### config.mk
export PLATFORM = sky130hd
export DESIGN_NAME = acc_cal_regs
export DESIGN_NICKNAME = d
export VERILOG_FILES = /design/src/acc_pkg.sv /design/src/acc_cal_regs.sv
export SDC_FILE = /design/constraint.sdc
export NUM_CORES = 1
export LEC_CHECK = 0
export CORE_MARGIN = 2
export CORE_UTILIZATION = 55
export CTS_CLUSTER_DIAMETER = 60
export DETAILED_ROUTE_END_ITERATION = 8
export DONT_BUFFER_PORTS = 1
export PLACE_DENSITY = 0.73
export SLEW_MARGIN = 0
export SYNTH_ARGS = -nofsm -noshare
export SYNTH_HDL_FRONTEND = slang
export SYNTH_SLANG_ARGS = --single-unit
### constraint.sdc
create_clock -name core_clk_i -period 2 [get_ports core_clk_i]
set_input_delay 0.2 -clock core_clk_i [delete_from_list [all_inputs] [get_ports core_clk_i]]
set_output_delay 0.2 -clock core_clk_i [all_outputs]
set_load 0.02 [all_outputs]
### src/acc_pkg.sv
package acc_pkg;

    // ------------------------------------------------------------
    // Register offsets
    // ------------------------------------------------------------
    localparam logic [7:0] RUN_CTRL_ADDR  = 8'h61;
    localparam logic [7:0] MODE_CFG_ADDR  = 8'h62;
    localparam logic [7:0] BYPASS_ADDR    = 8'h64;
    localparam logic [7:0] AVG_ADDR       = 8'h68;
    localparam logic [7:0] FLAGS_ADDR     = 8'h6a;
    localparam logic [7:0] PIN_CFG_ADDR   = 8'h6b;
    localparam logic [7:0] SW_TRIG_ADDR   = 8'h6c;

    // ------------------------------------------------------------
    // Reset values
    // ------------------------------------------------------------
    localparam logic [7:0] RUN_CTRL_RST   = 8'h01;
    localparam logic [7:0] MODE_CFG_RST   = 8'h01;
    localparam logic [7:0] BYPASS_RST     = 8'h02;
    localparam logic [7:0] AVG_RST        = 8'h61;
    localparam logic [7:0] PIN_CFG_RST    = 8'h00;
    localparam logic [7:0] SW_TRIG_RST    = 8'h01;

    // ------------------------------------------------------------
    // Field positions
    // ------------------------------------------------------------
    localparam int RUN_EN_BIT   = 0;
    localparam int FG_SEL_BIT   = 0;
    localparam int BG_EN_BIT    = 1;
    localparam int FG_OS_BIT    = 2;
    localparam int BG_OS_BIT    = 3;
    localparam int IDLE_LSB     = 0;
    localparam int LIN_AVG_LSB  = 0;
    localparam int OFFSET_AVERAGING_LSB   = 4;
    localparam int DONE_BIT     = 0;
    localparam int HALT_BIT     = 1;
    localparam int TRIG_SRC_BIT = 0;
    localparam int STAT_SEL_LSB = 1;
    localparam int SW_TRIG_BIT  = 0;

    // Status pin source codes
    localparam logic [1:0] STAT_SRC_DONE  = 2'h0;
    localparam logic [1:0] STAT_SRC_HALT  = 2'h1;
    localparam logic [1:0] STAT_SRC_FAULT = 2'h2;

    // Engine timing: cycles spent in one foreground pass
    localparam logic [7:0] FG_CYCLES = 8'h10;

endpackage

### src/acc_cal_regs.sv
// Contract
// - Run enable bit0, reset 1, low holds calibration
// - Run enable low resets processing clock dividers
// - Foreground select resets values, runs or skips
// - Background enable runs continuous background calibration
// - Foreground offset calibration only with foreground
// - Background offset calibration only with background
// - Idle core select names disabled core
// - Offset averaging bits 6:4, reset 6
// - Linearity averaging bits 2:0, reset 1
// - Halted flag: background stopped or foreground done
// - Foreground complete flag after finish or skip
// - Status pin source select, 3 gives low
// - Trigger source: software bit or pin
// - Software trigger bit resets 1, replaces pin
`timescale 1ns/1ps

module acc_cal_regs (
    input  wire logic       core_clk_i,
    input  wire logic       rstn_i,
    input  wire logic       reg_wr_i,
    input  wire logic       reg_rd_i,
    input  wire logic [7:0] reg_addr_i,
    input  wire logic [7:0] reg_wdata_i,
    output logic      [7:0] reg_rdata_o,
    input  wire logic       calibration_trigger_pin_i,
    input  wire logic       fault_i,
    output logic            calibration_status_pin_o,
    output logic            cal_reset_o,
    output logic            div_reset_o,
    output logic            fg_run_o,
    output logic            fg_offset_o,
    output logic            bg_run_o,
    output logic            bg_offset_o,
    output logic      [1:0] idle_core_o,
    output logic      [1:0] standin_core_o,
    output logic      [2:0] offset_averaging_o,
    output logic      [2:0] linearity_averaging_o,
    output logic            cal_trigger_o
);

    // ------------------------------------------------------------
    // State
    // ------------------------------------------------------------
    typedef enum logic [3:0] {
        ENG_HOLD = 4'h1,
        ENG_FG   = 4'h2,
        ENG_BG   = 4'h4,
        ENG_IDLE = 4'h8
    } acc_eng_t;

    typedef struct packed {
        logic [7:0] run_ctrl;
        logic [7:0] mode_cfg;
        logic [7:0] bypass;
        logic [7:0] avg;
        logic [7:0] pin_cfg;
        logic [7:0] sw_trig;
        logic       done;
        logic       halt;
        acc_eng_t   eng;
        logic [7:0] cnt;
        logic [7:0] rdata;
        logic       stat_pin;
    } acc_state_t;

    acc_state_t s_q;
    acc_state_t s_d;
    logic       rst_meta_q;
    logic       rst_sync_q;
    logic       trig;

    // ------------------------------------------------------------
    // Reset release
    // ------------------------------------------------------------
    always_ff @(posedge core_clk_i or negedge rstn_i) begin
        if (!rstn_i) begin
            rst_meta_q <= 1'b0;
            rst_sync_q <= 1'b0;
        end else begin
            rst_meta_q <= 1'b1;
            rst_sync_q <= rst_meta_q;
        end
    end

    // ------------------------------------------------------------
    // Next state
    // ------------------------------------------------------------
    always_comb begin
        s_d = s_q;
        // Trigger source mux
        trig = s_q.pin_cfg[acc_pkg::TRIG_SRC_BIT] ? calibration_trigger_pin_i
                                                  : s_q.sw_trig[acc_pkg::SW_TRIG_BIT];
        // Whole bytes written so reserved bits read back
        if (reg_wr_i) begin
            unique case (reg_addr_i)
                acc_pkg::RUN_CTRL_ADDR: s_d.run_ctrl = reg_wdata_i;
                acc_pkg::MODE_CFG_ADDR: s_d.mode_cfg = reg_wdata_i;
                acc_pkg::BYPASS_ADDR:   s_d.bypass   = reg_wdata_i;
                acc_pkg::AVG_ADDR:      s_d.avg      = reg_wdata_i;
                acc_pkg::PIN_CFG_ADDR:  s_d.pin_cfg  = reg_wdata_i;
                acc_pkg::SW_TRIG_ADDR:  s_d.sw_trig  = reg_wdata_i;
                default: ;
            endcase
        end
        // Engine sequencing
        if (!s_q.run_ctrl[acc_pkg::RUN_EN_BIT]) begin
            // Held engine restarts from scratch on next enable
            s_d.eng  = ENG_HOLD;
            s_d.done = 1'b0;
            s_d.halt = 1'b0;
            s_d.cnt  = 8'h00;
        end else begin
            unique case (s_q.eng)
                ENG_HOLD: begin
                    s_d.cnt = 8'h00;
                    if (trig) begin
                        s_d.eng = s_q.mode_cfg[acc_pkg::FG_SEL_BIT] ? ENG_FG : ENG_IDLE;
                    end
                end
                ENG_FG: begin
                    s_d.cnt = s_q.cnt + 8'h01;
                    if (s_q.cnt == acc_pkg::FG_CYCLES - 8'h01) begin
                        s_d.eng = ENG_IDLE;
                    end
                end
                ENG_IDLE: begin
                    s_d.done = 1'b1;
                    s_d.halt = 1'b1;
                    if (s_q.mode_cfg[acc_pkg::BG_EN_BIT] && trig) begin
                        s_d.eng = ENG_BG;
                    end
                end
                ENG_BG: begin
                    // Background runs while trigger and background enable are high, stops when either goes low
                    s_d.halt = 1'b0;
                    if (!trig || !s_q.mode_cfg[acc_pkg::BG_EN_BIT]) begin
                        s_d.eng = ENG_IDLE;
                    end
                end
                default: s_d.eng = ENG_HOLD;
            endcase
        end
        // Read data, status assembled from engine flags
        s_d.rdata = 8'h00;
        if (reg_rd_i) begin
            unique case (reg_addr_i)
                acc_pkg::RUN_CTRL_ADDR: s_d.rdata = s_q.run_ctrl;
                acc_pkg::MODE_CFG_ADDR: s_d.rdata = s_q.mode_cfg;
                acc_pkg::BYPASS_ADDR:   s_d.rdata = s_q.bypass;
                acc_pkg::AVG_ADDR:      s_d.rdata = s_q.avg;
                acc_pkg::FLAGS_ADDR:    s_d.rdata = {6'h00, s_q.halt, s_q.done};
                acc_pkg::PIN_CFG_ADDR:  s_d.rdata = s_q.pin_cfg;
                acc_pkg::SW_TRIG_ADDR:  s_d.rdata = s_q.sw_trig;
                default:                s_d.rdata = 8'h00;
            endcase
        end
        // Status pin source
        unique case (s_q.pin_cfg[acc_pkg::STAT_SEL_LSB +: 2])
            acc_pkg::STAT_SRC_DONE:  s_d.stat_pin = s_q.done;
            acc_pkg::STAT_SRC_HALT:  s_d.stat_pin = s_q.halt;
            acc_pkg::STAT_SRC_FAULT: s_d.stat_pin = fault_i;
            default:                 s_d.stat_pin = 1'b0;
        endcase
    end

    // ------------------------------------------------------------
    // Registers
    // ------------------------------------------------------------
    always_ff @(posedge core_clk_i or negedge rst_sync_q) begin
        if (!rst_sync_q) begin
            s_q          <= '0;
            s_q.run_ctrl <= acc_pkg::RUN_CTRL_RST;
            s_q.mode_cfg <= acc_pkg::MODE_CFG_RST;
            s_q.bypass   <= acc_pkg::BYPASS_RST;
            s_q.avg      <= acc_pkg::AVG_RST;
            s_q.pin_cfg  <= acc_pkg::PIN_CFG_RST;
            s_q.sw_trig  <= acc_pkg::SW_TRIG_RST;
            s_q.eng      <= ENG_HOLD;
        end else begin
            s_q <= s_d;
        end
    end

    // ------------------------------------------------------------
    // Outputs
    // ------------------------------------------------------------
    assign reg_rdata_o              = s_q.rdata;
    assign calibration_status_pin_o = s_q.stat_pin;
    assign cal_reset_o              = !s_q.run_ctrl[acc_pkg::RUN_EN_BIT];
    assign div_reset_o              = !s_q.run_ctrl[acc_pkg::RUN_EN_BIT];
    assign fg_run_o                 = (s_q.eng == ENG_FG);
    assign fg_offset_o              = fg_run_o && s_q.mode_cfg[acc_pkg::FG_OS_BIT];
    assign bg_run_o                 = (s_q.eng == ENG_BG);
    assign bg_offset_o              = bg_run_o && s_q.mode_cfg[acc_pkg::BG_OS_BIT];
    // Core named here comes straight from bypass bits 1:0, whatever the background enable
    assign idle_core_o              = s_q.bypass[acc_pkg::IDLE_LSB +: 2];
    assign standin_core_o           = 2'h1;
    assign offset_averaging_o       = s_q.avg[acc_pkg::OFFSET_AVERAGING_LSB +: 3];
    assign linearity_averaging_o    = s_q.avg[acc_pkg::LIN_AVG_LSB +: 3];
    assign cal_trigger_o            = trig;

endmodule

# Word-level counts from Yosys, hierarchy flattened
# Cells that the tools add are included.
# classes
n_reduce_logical	15
n_lt_le_gt_ge	0
mux	14
multipliers	0
addsub	1
shift	0
bitwise_logic	0
eq_ne	21
div_mod_pow	0
# op_table
operator	n
equality test 8 x 7 -> 1 bit (second input constant)	7
case mux 8 bit (7 select lines)	1
two-way mux 4 bit	5
case mux 4 bit (4 select lines)	1
case mux 8 bit (2 select lines)	1
two-way mux 14 bit	1
inequality test 3 x 2 -> 1 bit (second input constant)	4
AND reduction 2 bit	6
adder 8 x 1 -> 8 bit (second input constant)	1
equality test 8 x 4 -> 1 bit (second input constant)	1
two-way mux 8 bit	1
inequality test 3 bit (second input constant)	2
equality test 4 x 1 -> 1 bit (second input constant)	1
equality test 4 x 2 -> 1 bit (second input constant)	1
equality test 4 x 3 -> 1 bit (second input constant)	1
equality test 4 bit (second input constant)	1
AND reduction 4 bit	1
logical AND 1 bit	3
logical NOT 1 bit	3
case mux 1 bit (3 select lines)	1
equality test 2 x 1 -> 1 bit (second input constant)	1
equality test 2 bit (second input constant)	1
logical NOT 2 bit	1
two-way mux 1 bit	2
3 further kinds	3
# word_totals
memories	0
rom_bits	0
latch_bits	0
word_cells	65
ff_bits	73
ramBits	0

# Longest topological paths before layout
# Gate-level depths: netlist of the first run.
# logic_depth
depth_word	6
mapped_depth	6

# Least setup slack after synthesis of the first run
# OpenSTA, ideal clock, no wires.
# synth_timing
path_type	register -> register
start	reg s_q[20] (netlist bit)
end	reg s_q[20] (netlist bit)
period_less_slack_ns	2.071
path_stages_with_launch	6
path_slack_ns	-0.071
arrival_time_ns	1.943
t_required_ns	1.871
cell_sequence	dfrtp_1 > clkbuf_1 > nor4b_1 > o21ai_0 > a32oi_1 > a211oi_1
# synth_via
elab_chain_len	3
word_cells_on_any_way	11
# synth_rtl
item	line	rtl
start: declaration	acc_cal_regs.sv:67	acc_state_t s_q;
equality test 4 x 2 -> 1 bit *	-	
via fg_run_o	acc_cal_regs.sv:31	output logic fg_run_o,
inequality test 3 x 2 -> 1 bit (no line) / case mux 4 bit (4 select lines) (equally long branches)	-	
AND reduction 4 bit (no line) / two-way mux 14 bit (equally long branches)	-	
# The timed path passes the listed nets; every way through them passes the cells marked *.
# A chain may end at the register's enable or synchronous reset.

# Final worst setup path of the first run
# layout_timing
start	reg s_q[18] (netlist bit)
end	out fg_offset_o
# layout_via
elab_chain_len	2
# layout_rtl
item	line	rtl
equality test 4 x 2 -> 1 bit	acc_cal_regs.sv:192	assign fg_run_o = (s_q.eng == ENG_FG);
logical AND 1 bit	acc_cal_regs.sv:193	assign fg_offset_o = fg_run_o && s_q.mode_cfg[acc_pkg::FG_OS_BIT];
end: declaration	acc_cal_regs.sv:32	output logic fg_offset_o,
# Every way passes these cells.

==> results of run 1 <==
-- where the power goes --
group          internal [uW]  total (uW)  leakage, uW  switching (uW)
clock                    606        1140    0.0000953             536
combinational           99.1         188     0.000727            89.3
sequential              1530        1580     0.000976            48.5
total                   2240        2910      0.00180             674
-- per-layer routing --
metal / vias to the layer above / track usage (%) / part of all wire [%]
met2: 80 / 34.06 / 46
met5: - / 0 / 0
li1: 1129 / - / -
met3: 15 / 4.190 / 4.8
met1: 1231 / 32.23 / 47
met4: 0 / 9.375 / 2.0
-- logic make-up after synthesis --
| kind of cell | synth area share (%) |
|---|---|
| buf+inv | 6.622 |
| fa+ha+maj | 0.3327 |
| mux | 19.77 |
| simple gates | 13.58 |
| flops | 48.85 |
| xor+xnor | 0.9320 |
| compound gates | 9.718 |
| other cells | 0.1997 |
-- worst max-delay path, delay by kind of cell (launching register included) --
| kind | cells | cell delay (ns) |
|---|---|---|
| buf+inv | 1 | 0.21 |
| flops | 1 | 0.51 |
| simple gates | 2 | 0.60 |
-- sequential cells by signal (all words and copies together) (netlist names) --
signal                    flops
idle_core_o                   2
reg_rdata_o                   8
linearity_averaging_o         3
offset_averaging_o            3
calibration_status_pin_o      1
s_q                          54
rst_sync_q                    1
rst_meta_q                    1
-- path summary, 6_finish.rpt --
check | to | cells after the start | from
max in group asynchronous | s_q[17] | 1 | rst_sync_q
worst max register to register | s_q[20] | 4 | s_q[13]
worst min-delay path | s_q[27] | 1 | reg_wdata_i[4]
worst min register to register | s_q[34] | 1 | rst_sync_q
worst max-delay path | fg_offset_o | 3 | s_q[18]
min in group asynchronous | rst_meta_q | 1 | rstn_i
-- per-stage QoR --
stage	setup slack (ns)	util, %
floorplan	0.3019	-
global placement	0.3331	55.44
detailed placement	0.3210	55.44
CTS	0.05367	60.00
global route	0.05653	60.17
finish	0.1394	60.17
-- layout by cell type, fill, tap and decap left out, drive strengths merged, types with 2 or more instances in the layout --
cell type	synthesis	final
dfrtp	65	65
nor3	6	6
buf	29	10
a22oi	8	8
inv	4	4
dfstp	8	8
nor2b	5	5
nand2	12	12
o41ai	2	2
a21oi	18	18
and4	2	2
a2bb2oi	2	2
dlygate4sd3	0	12
and2	7	7
nand4	2	2
mux2	58	58
o21ai	18	18
nand3	7	7
xnor2	2	2
mux2i	3	3
clkinvlp	0	2
and3	5	5
nand4bb	2	2
clkbuf	6	11
a22o	6	6
a211oi	2	2
nand3b	11	11
xor2	2	2
conb	2	3
clkinv	0	2
nor2	11	11
-- area by class of cell --
type | instances | area (um2)
sequential | 73 | 1839
fill | 556 | 2676
clock buffer | 11 | 141.4
multi-input combinational | 207 | 1684
inverter | 4 | 15.01
timing repair buffer | 22 | 207.7
tap | 80 | 100.1
clock inverter | 5 | 55.05
-- timing repair --
action | CTS | global route
resized for setup | 0 | 1
hold endpoints to repair | 43 | 1
hold buffers | 11 | 1
buffers inserted | 0 | 0
setup endpoints to repair | 0 | 1
==> impl_metrics.toml, run 1 <==
[logic_synthesis]
ys_seq_elements = 73
synth_area_leaders = "dfrtp_1 (43%), mux2_2 (13%), mux2_4 (6.4%), dfstp_2 (5.6%), buf_4 (3.8%)"
synth_common_cells = "dfrtp_1 (65), mux2_2 (42), buf_4 (19), a21oi_1 (18), o21ai_0 (18)"
synth_ff_type = "dfrtp_1"
synth_edf_count = 0
synth_cells = 318
ys_warn_count = 0
yosysTopAreaCellShare_pct = 43.26
yosysMostFrequentCell = "dfrtp_1"
syn_area_mm2 = 0.003760
avgSynthCellArea_um2 = 11.82
async_flop_share_pct = 100.0
synth_area_leader_cell = "dfrtp_1"
yosysSeqAreaShare_pct = 48.85
ys_types = 49

[pwr]
power.density_mw_per_mm2 = 719.9
power_leakage_uw = 0.001799
fin_total_pwr_uw = 2910
ir_worst_vdd_mv = 0.4900

[timing]
tightest_slew_ns = 0.5605
whs_ns = 0.01467
fin_tns_setup_ns = 0
rsz0062_at_grt = "no"
period_share_pct = 93.03
setup_viol = 0
finalHoldViolCount = 0
fin_crit_ns = 1.861
drv_slew = 0
max_freq_mhz = 537.5
clock-skew-final_ns = 0.008212
timing.slew.headroom_pct = 62.63

[critical_path]
critPathCaptureType = "output port"
critPathLaunchType = "register"
arrival_ns = 1.66
cp_cell_sequence = "nor4b_2 -> buf_4 -> and2_1"
critPathKind = "register to output port"
slowest_stage = "dfrtp_1"
slowest_delay_ns = 0.51
required_ns = 1.80
critPathMaxFanout = 8
r2r_setup_slack_ns = 0.27

[finish]
area_growth_pct = 7.521
stdcell_count = 402
n_antenna_cell = 0
design_area_mm2 = 0.004043
drive_gt1_share_pct = 31.37
final_nets = 340

[detailed_routing]
via_count = 2455
viasPerCell = 6.107
drt_iter0_drc = 136
drc = 0
drtPass1Iterations = 4
wl_um = 7982
wl_per_cell_um = 19.86
drtAntennaViolNets = 0

[floorplanning]
die_y_um = 86.68
core_area_mm2 = 0.006719
start_util_pct = 55.96
num_rows = 30
die_area_mm2 = 0.007513
die_w_um = 86.68
io_pins = 48

[global_routing]
grt_pass1_wl_um = 12890
antenna_found_initial = 0
grt_overflow = 0
grt_pass1_vias = 2510
grt_max_degree = 44
grt_usage_pct = 22.60

[clock_network]
cts_tree = "built"
cts_made_buffers = 9
clk_latency_ns = 0.34
cts_num_sinks = 73
cts_root_buf = "clkbuf_8"
h-tree-depth = 3
clockBufferDepth = 2
path_clk_slew_ns = 0.07

[place]
place_area_mm2 = 0.003725
routabilityCongestion = 0.7734
post-place-cells = 374
hpwlAfterDp_um = 5416
io_buffer_count = 0

[outcome]
run_status = "finished clean"

[run]
maxCapViolations = 0

[hold_path]
hp-class = "input port to register"
No activity file was read; power rests on OpenSTA's default activity.
==> inputs of run 2 (changes only) <==
--- a/config.mk
+++ b/config.mk
@@ -5,12 +5,14 @@
 export SDC_FILE = /design/constraint.sdc
 export NUM_CORES = 1
 export LEC_CHECK = 0
+export CELL_PAD_IN_SITES_DETAIL_PLACEMENT = 0
+export CELL_PAD_IN_SITES_GLOBAL_PLACEMENT = 1
 export CORE_MARGIN = 2
-export CORE_UTILIZATION = 55
+export CORE_UTILIZATION = 46
 export CTS_CLUSTER_DIAMETER = 60
 export DETAILED_ROUTE_END_ITERATION = 8
 export DONT_BUFFER_PORTS = 1
-export PLACE_DENSITY = 0.73
+export PLACE_DENSITY_LB_ADDON = 0.1
 export SLEW_MARGIN = 0
 export SYNTH_ARGS = -nofsm -noshare
 export SYNTH_HDL_FRONTEND = slang
==> impl_metrics.toml, run 2 (synthesized netlist as in run 1, its figures left out) <==
[clock_network]
clockBufferDepth = 2
h-tree-depth = 3
cts_root_buf = "clkbuf_8"
path_clk_slew_ns = 0.08
cts_num_sinks = 73
cts_tree = "built"
cts_made_buffers = 9
clk_latency_ns = 0.34

[place]
hpwlAfterDp_um = 5503
place_area_mm2 = 0.003752
routabilityCongestion = 0.8176
io_buffer_count = 0

[detailed_routing]
drc = 0
via_count = 2460
viasPerCell = 5.775
drtPass1Iterations = 4
wl_per_cell_um = 19.91
wl_um = 8482
drt_iter0_drc = 109
drtAntennaViolNets = 0

[pwr]
clkPwrFrac_pct = 36.0
power_leakage_uw = 0.001797
ir_worst_vdd_mv = 0.3374
p_int_uw = 2113
p_seq_share_pct = 57.2
p_switching_uw = 650.7
p_comb_share_pct = 6.8
sw_frac_of_total_pct = 23.54
fin_total_pwr_uw = 2764
power.density_mw_per_mm2 = 680.5

[run]
maxCapViolations = 0

[finish]
layout_common_cells = "dfrtp_1 (63), mux2_2 (42), a21oi_1 (18), o21ai_0 (18), mux2_4 (16)"
regArea_mm2 = 0.001839
final_common_cell = "dfrtp_1"
largest_reg_flops = 54
design_area_mm2 = 0.004061
drive_gt1_share_pct = 29.94
final_nets = 343
n_antenna_cell = 0
fin_util_pct = 52.02
area_growth_pct = 8.020
top_register = "s_q"
multi_input_area_mm2 = 0.001684
fill_cells = 719

[global_routing]
grt_usage_pct = 20.75
use_met1_pct = 27.57
gr-usage-met2_pct = 33.27
grt-busiest-layer = "met2"
gr-usage-met3_pct = 5.507
grt_overflow = 0
grt_pass1_vias = 2515
grt_max_degree = 72
antenna_found_initial = 0
grt_pass1_wl_um = 13880

[critical_path]
slowest_delay_ns = 0.52
cp_cell_sequence = "nor4b_2 -> buf_4 -> and2_1"
slowest_stage = "dfrtp_2"
critPathMaxFanout = 14
required_ns = 1.80
critPathKind = "register to output port"
arrival_ns = 1.61
crit_family = "simple AND/OR/NAND/NOR gates"
critPathCaptureType = "output port"
critPathLaunchType = "register"
crit_buf_inv = 1

[timing]
max_freq_mhz = 552.1
drv_slew = 0
finalHoldViolCount = 0
fin_tns_setup_ns = 0
rsz0062_at_grt = "no"
setup_viol = 0
fin_crit_ns = 1.811
period_share_pct = 90.56
clock-skew-final_ns = 0.01025

[hold_path]
hp-class = "input port to register"

[floorplanning]
die_w_um = 94.41
num_rows = 32
core_area_mm2 = 0.007807
start_util_pct = 48.16
die_y_um = 94.41
die_area_mm2 = 0.008912
io_pins = 48

[outcome]
run_status = "finished clean"
run 2: cell types whose count changed in the layout (fill, tap and decap cells not counted):
cell and delta:
dlygate4sd3_1 +3, clkbuf_1 +3, bufinv_16 -1, clkinvlp_4 -2, clkinv_2 -1
run 2: what timing repair did:
item,in CTS,in global routing
setup endpoints to repair,0,2
resized for setup,0,1
buffers inserted,0,0
endpoints found under the hold margin,32,8
hold buffers,9,6
run 2: worst paths after layout:
| path | startpoint | endpoint | slack, ns | depth (start not counted) |
|---|---|---|---|---|
| setup / recovery | s_q[19] | fg_offset_o | 0.19 | 3 |
| hold / removal | reg_wdata_i[6] | s_q[61] | 0.02 | 1 |
| setup reg to reg | s_q[17] | s_q[20] | 0.36 | 4 |
| hold reg to reg | rst_sync_q | s_q[34] | 0.26 | 1 |
| max in group asynchronous | rst_sync_q | idle_core_o[1] | 1.35 | 1 |
| min in group asynchronous | rstn_i | rst_meta_q | 0.09 | 1 |
run 2: power groups by stage:
| stage | combinational, uW | clock (uW) | sequential, uW |
|---|---|---|---|
| floorplan | 152 | 0 | 1600 |
| global placement | 156 | 0 | 1610 |
| detailed placement | 157 | 0 | 1610 |
| CTS | 181 | 1030 | 1580 |
| global route | 207 | 1110 | 1590 |
| finish | 189 | 994 | 1580 |
run 2: cell type report:
type	instances	area share, %
tap	102	3.142
clock buffer	14	3.758
timing repair buffer	25	5.853
multi-input combinational	207	41.47
sequential	73	45.29
clock inverter	1	0.1232
inverter	4	0.3697
run 2: through the flow:
stage / setup slack [ns] / hold WS, ns / cells
after floorplan: 0.3019 / -0.09559 / 319
after global placement: 0.2535 / -0.09554 / 396
after detailed placement: 0.2545 / -0.09554 / 396
after CTS: 0.08309 / 0.00006456 / 420
after global routing: 0.04110 / 0.0003088 / 426
final: 0.1888 / 0.01545 / 426
run 2: metal layers:
| layer | part of all wire, % | vias to the layer above | routed length [um] |
|---|---|---|---|
| li1 | - | 1135 | - |
| met4 | 1.6 | 0 | 136 |
| met3 | 5.2 | 11 | 441 |
| met2 | 49 | 63 | 4177 |
| met5 | 0 | - | 0 |
| met1 | 44 | 1251 | 3728 |
==> inputs of run 3 (changes only) <==
--- a/config.mk
+++ b/config.mk
@@ -12,6 +12,7 @@
 export CTS_CLUSTER_DIAMETER = 60
 export DETAILED_ROUTE_END_ITERATION = 8
 export DONT_BUFFER_PORTS = 1
+export HOLD_SLACK_MARGIN = 0.08
 export PLACE_DENSITY_LB_ADDON = 0.1
 export SLEW_MARGIN = 0
 export SYNTH_ARGS = -nofsm -noshare
==> impl_metrics.toml, run 3 (synthesized netlist as in run 1, its figures left out) <==
[outcome]
run_status = "finished clean"

[finish]
layout_common_cells = "dfrtp_1 (63), mux2_2 (42), a21oi_1 (18), o21ai_0 (18), mux2_4 (16)"
final_nets = 339
largest_reg_flops = 54
area_growth_pct = 6.955
n_antenna_cell = 0
final_common_cell = "dfrtp_1"
drive_gt1_share_pct = 30.31
top_register = "s_q"

[pwr]
power.density_mw_per_mm2 = 687.3
ir_worst_vdd_mv = 0.3368
power_leakage_uw = 0.001780
fin_total_pwr_uw = 2764

[detailed_routing]
drc = 0
via_count = 2445
drtPass1Iterations = 4
wl_um = 8297
wl_per_cell_um = 19.66
viasPerCell = 5.794
drt_iter0_drc = 133
drtAntennaViolNets = 0

[run]
maxCapViolations = 0

[place]
hpwlAfterDp_um = 5503
io_buffer_count = 0
routabilityCongestion = 0.8176

[critical_path]
path_depth = 3
rr_worst_depth = 4
crit_family = "simple AND/OR/NAND/NOR gates"
reg2reg_from = "s_q[17]"
cp_cell_sequence = "nor4b_2 -> buf_4 -> and2_1"
crit_buf_inv = 1
slowest_delay_ns = 0.52
endpoint = "fg_offset_o"
critPathLaunchType = "register"
required_ns = 1.80
critPathKind = "register to output port"
r2r_setup_slack_ns = 0.37
critPathMaxFanout = 14
crit_path_start = "s_q[19]"
arrival_ns = 1.62
reg2reg_to = "s_q[20]"
slowest_stage = "dfrtp_2"
critPathCaptureType = "output port"

[global_routing]
grt_max_degree = 72
grt_pass1_vias = 2529
grt_usage_pct = 20.58
antenna_found_initial = 0
grt_overflow = 0
grt_pass1_wl_um = 13810

[clock_network]
cts_tree = "built"
clockBufferDepth = 2
path_clk_slew_ns = 0.08
cts_num_sinks = 73
post-cts-setup-buffer-count = 0
clk_latency_ns = 0.33
cts_made_buffers = 9
cts_root_buf = "clkbuf_8"
h-tree-depth = 3

[timing]
drv_slew = 0
finalHoldViolCount = 0
period_share_pct = 91.13
fin_crit_ns = 1.823
setup_viol = 0
clock-skew-final_ns = 0.009311
rsz0062_at_grt = "no"
fin_tns_setup_ns = 0
max_freq_mhz = 548.6

[floorplanning]
die_w_um = 94.41
io_pins = 48
start_util_pct = 48.16
core_area_mm2 = 0.007807
die_area_mm2 = 0.008912
die_y_um = 94.41
num_rows = 32

[hold_path]
hp-class = "input port to register"
[run 3: cell types whose count changed in the layout (fill, tap and decap cells not counted), sizes merged]
cell and change:
dlygate4sd3 -4
[run 3: layer usage]
| layer | share of wire [%] | GRT usage (%) | vias to the layer above |
|---|---|---|---|
| li1 | - | - | 1132 |
| met1 | 45 | 27.31 | 1247 |
| met4 | 1.6 | 6.763 | 0 |
| met3 | 4.7 | 5.347 | 11 |
| met2 | 49 | 33.10 | 55 |
| met5 | 0 | 0 | - |
[run 3: tightest hold or removal path: cells and delay by family]
kind | cells | cell delay (ns)
compound gates | 2 | 0.18
simple gates | 1 | 0.08
[run 3: cell type report]
type | count | area [um2]
well taps | 102 | 127.6
flip-flops and latches | 73 | 1839
inverters | 4 | 15.01
multi-input cells | 207 | 1684
fillers | 722 | 3786
repair buffers | 21 | 197.7
clock buffers | 14 | 152.6
clock inverters | 1 | 5.005
[run 3: power by group]
group	leakage, uW	switching (uW)	internal, uW	total [uW]
clock network	0.0000805	519	479	998
registers	0.000976	49.0	1530	1580
logic	0.000724	88.5	97.1	186
[run 3: through the flow]
| stage | cells | instance area [um2] | hold WS [ns] | util [%] | setup slack (ns) |
|---|---|---|---|---|---|
| 2_1_floorplan | 319 | 3771 | -0.09559 | - | 0.3019 |
| 3_3_place_gp | 396 | 3752 | -0.09554 | 48.06 | 0.2535 |
| 3_5_place_dp | 396 | 3752 | -0.09554 | 48.06 | 0.2545 |
| 4_1_cts | 422 | 4020 | 0.1343 | 51.49 | 0.08309 |
| 5_1_grt | 422 | 4021 | 0.1668 | 51.51 | 0.04110 |
| 6_report | 422 | 4021 | 0.1611 | 51.51 | 0.1773 |
[run 3: repair_timing]
action                                  CTS  global route
resized for setup                         0             1
hold endpoints to repair                 51             0
hold buffers                             11             0
endpoints found under the setup margin    0             2
[run 3: how the worst min path moves through the flow]
stage	start	endpoint	slack (ns)	depth (start not counted)
2_1_floorplan	rstn_i	rst_meta_q	-0.1	0
3_5_place_dp	rstn_i	rst_meta_q	-0.1	0
3_3_place_gp	rstn_i	rst_meta_q	-0.1	0
6_report	reg_addr_i[2]	reg_rdata_o[7]	0.16	3
5_1_grt	reg_addr_i[2]	reg_rdata_o[6]	0.17	3
4_1_cts	reg_addr_i[2]	reg_rdata_o[7]	0.13	3
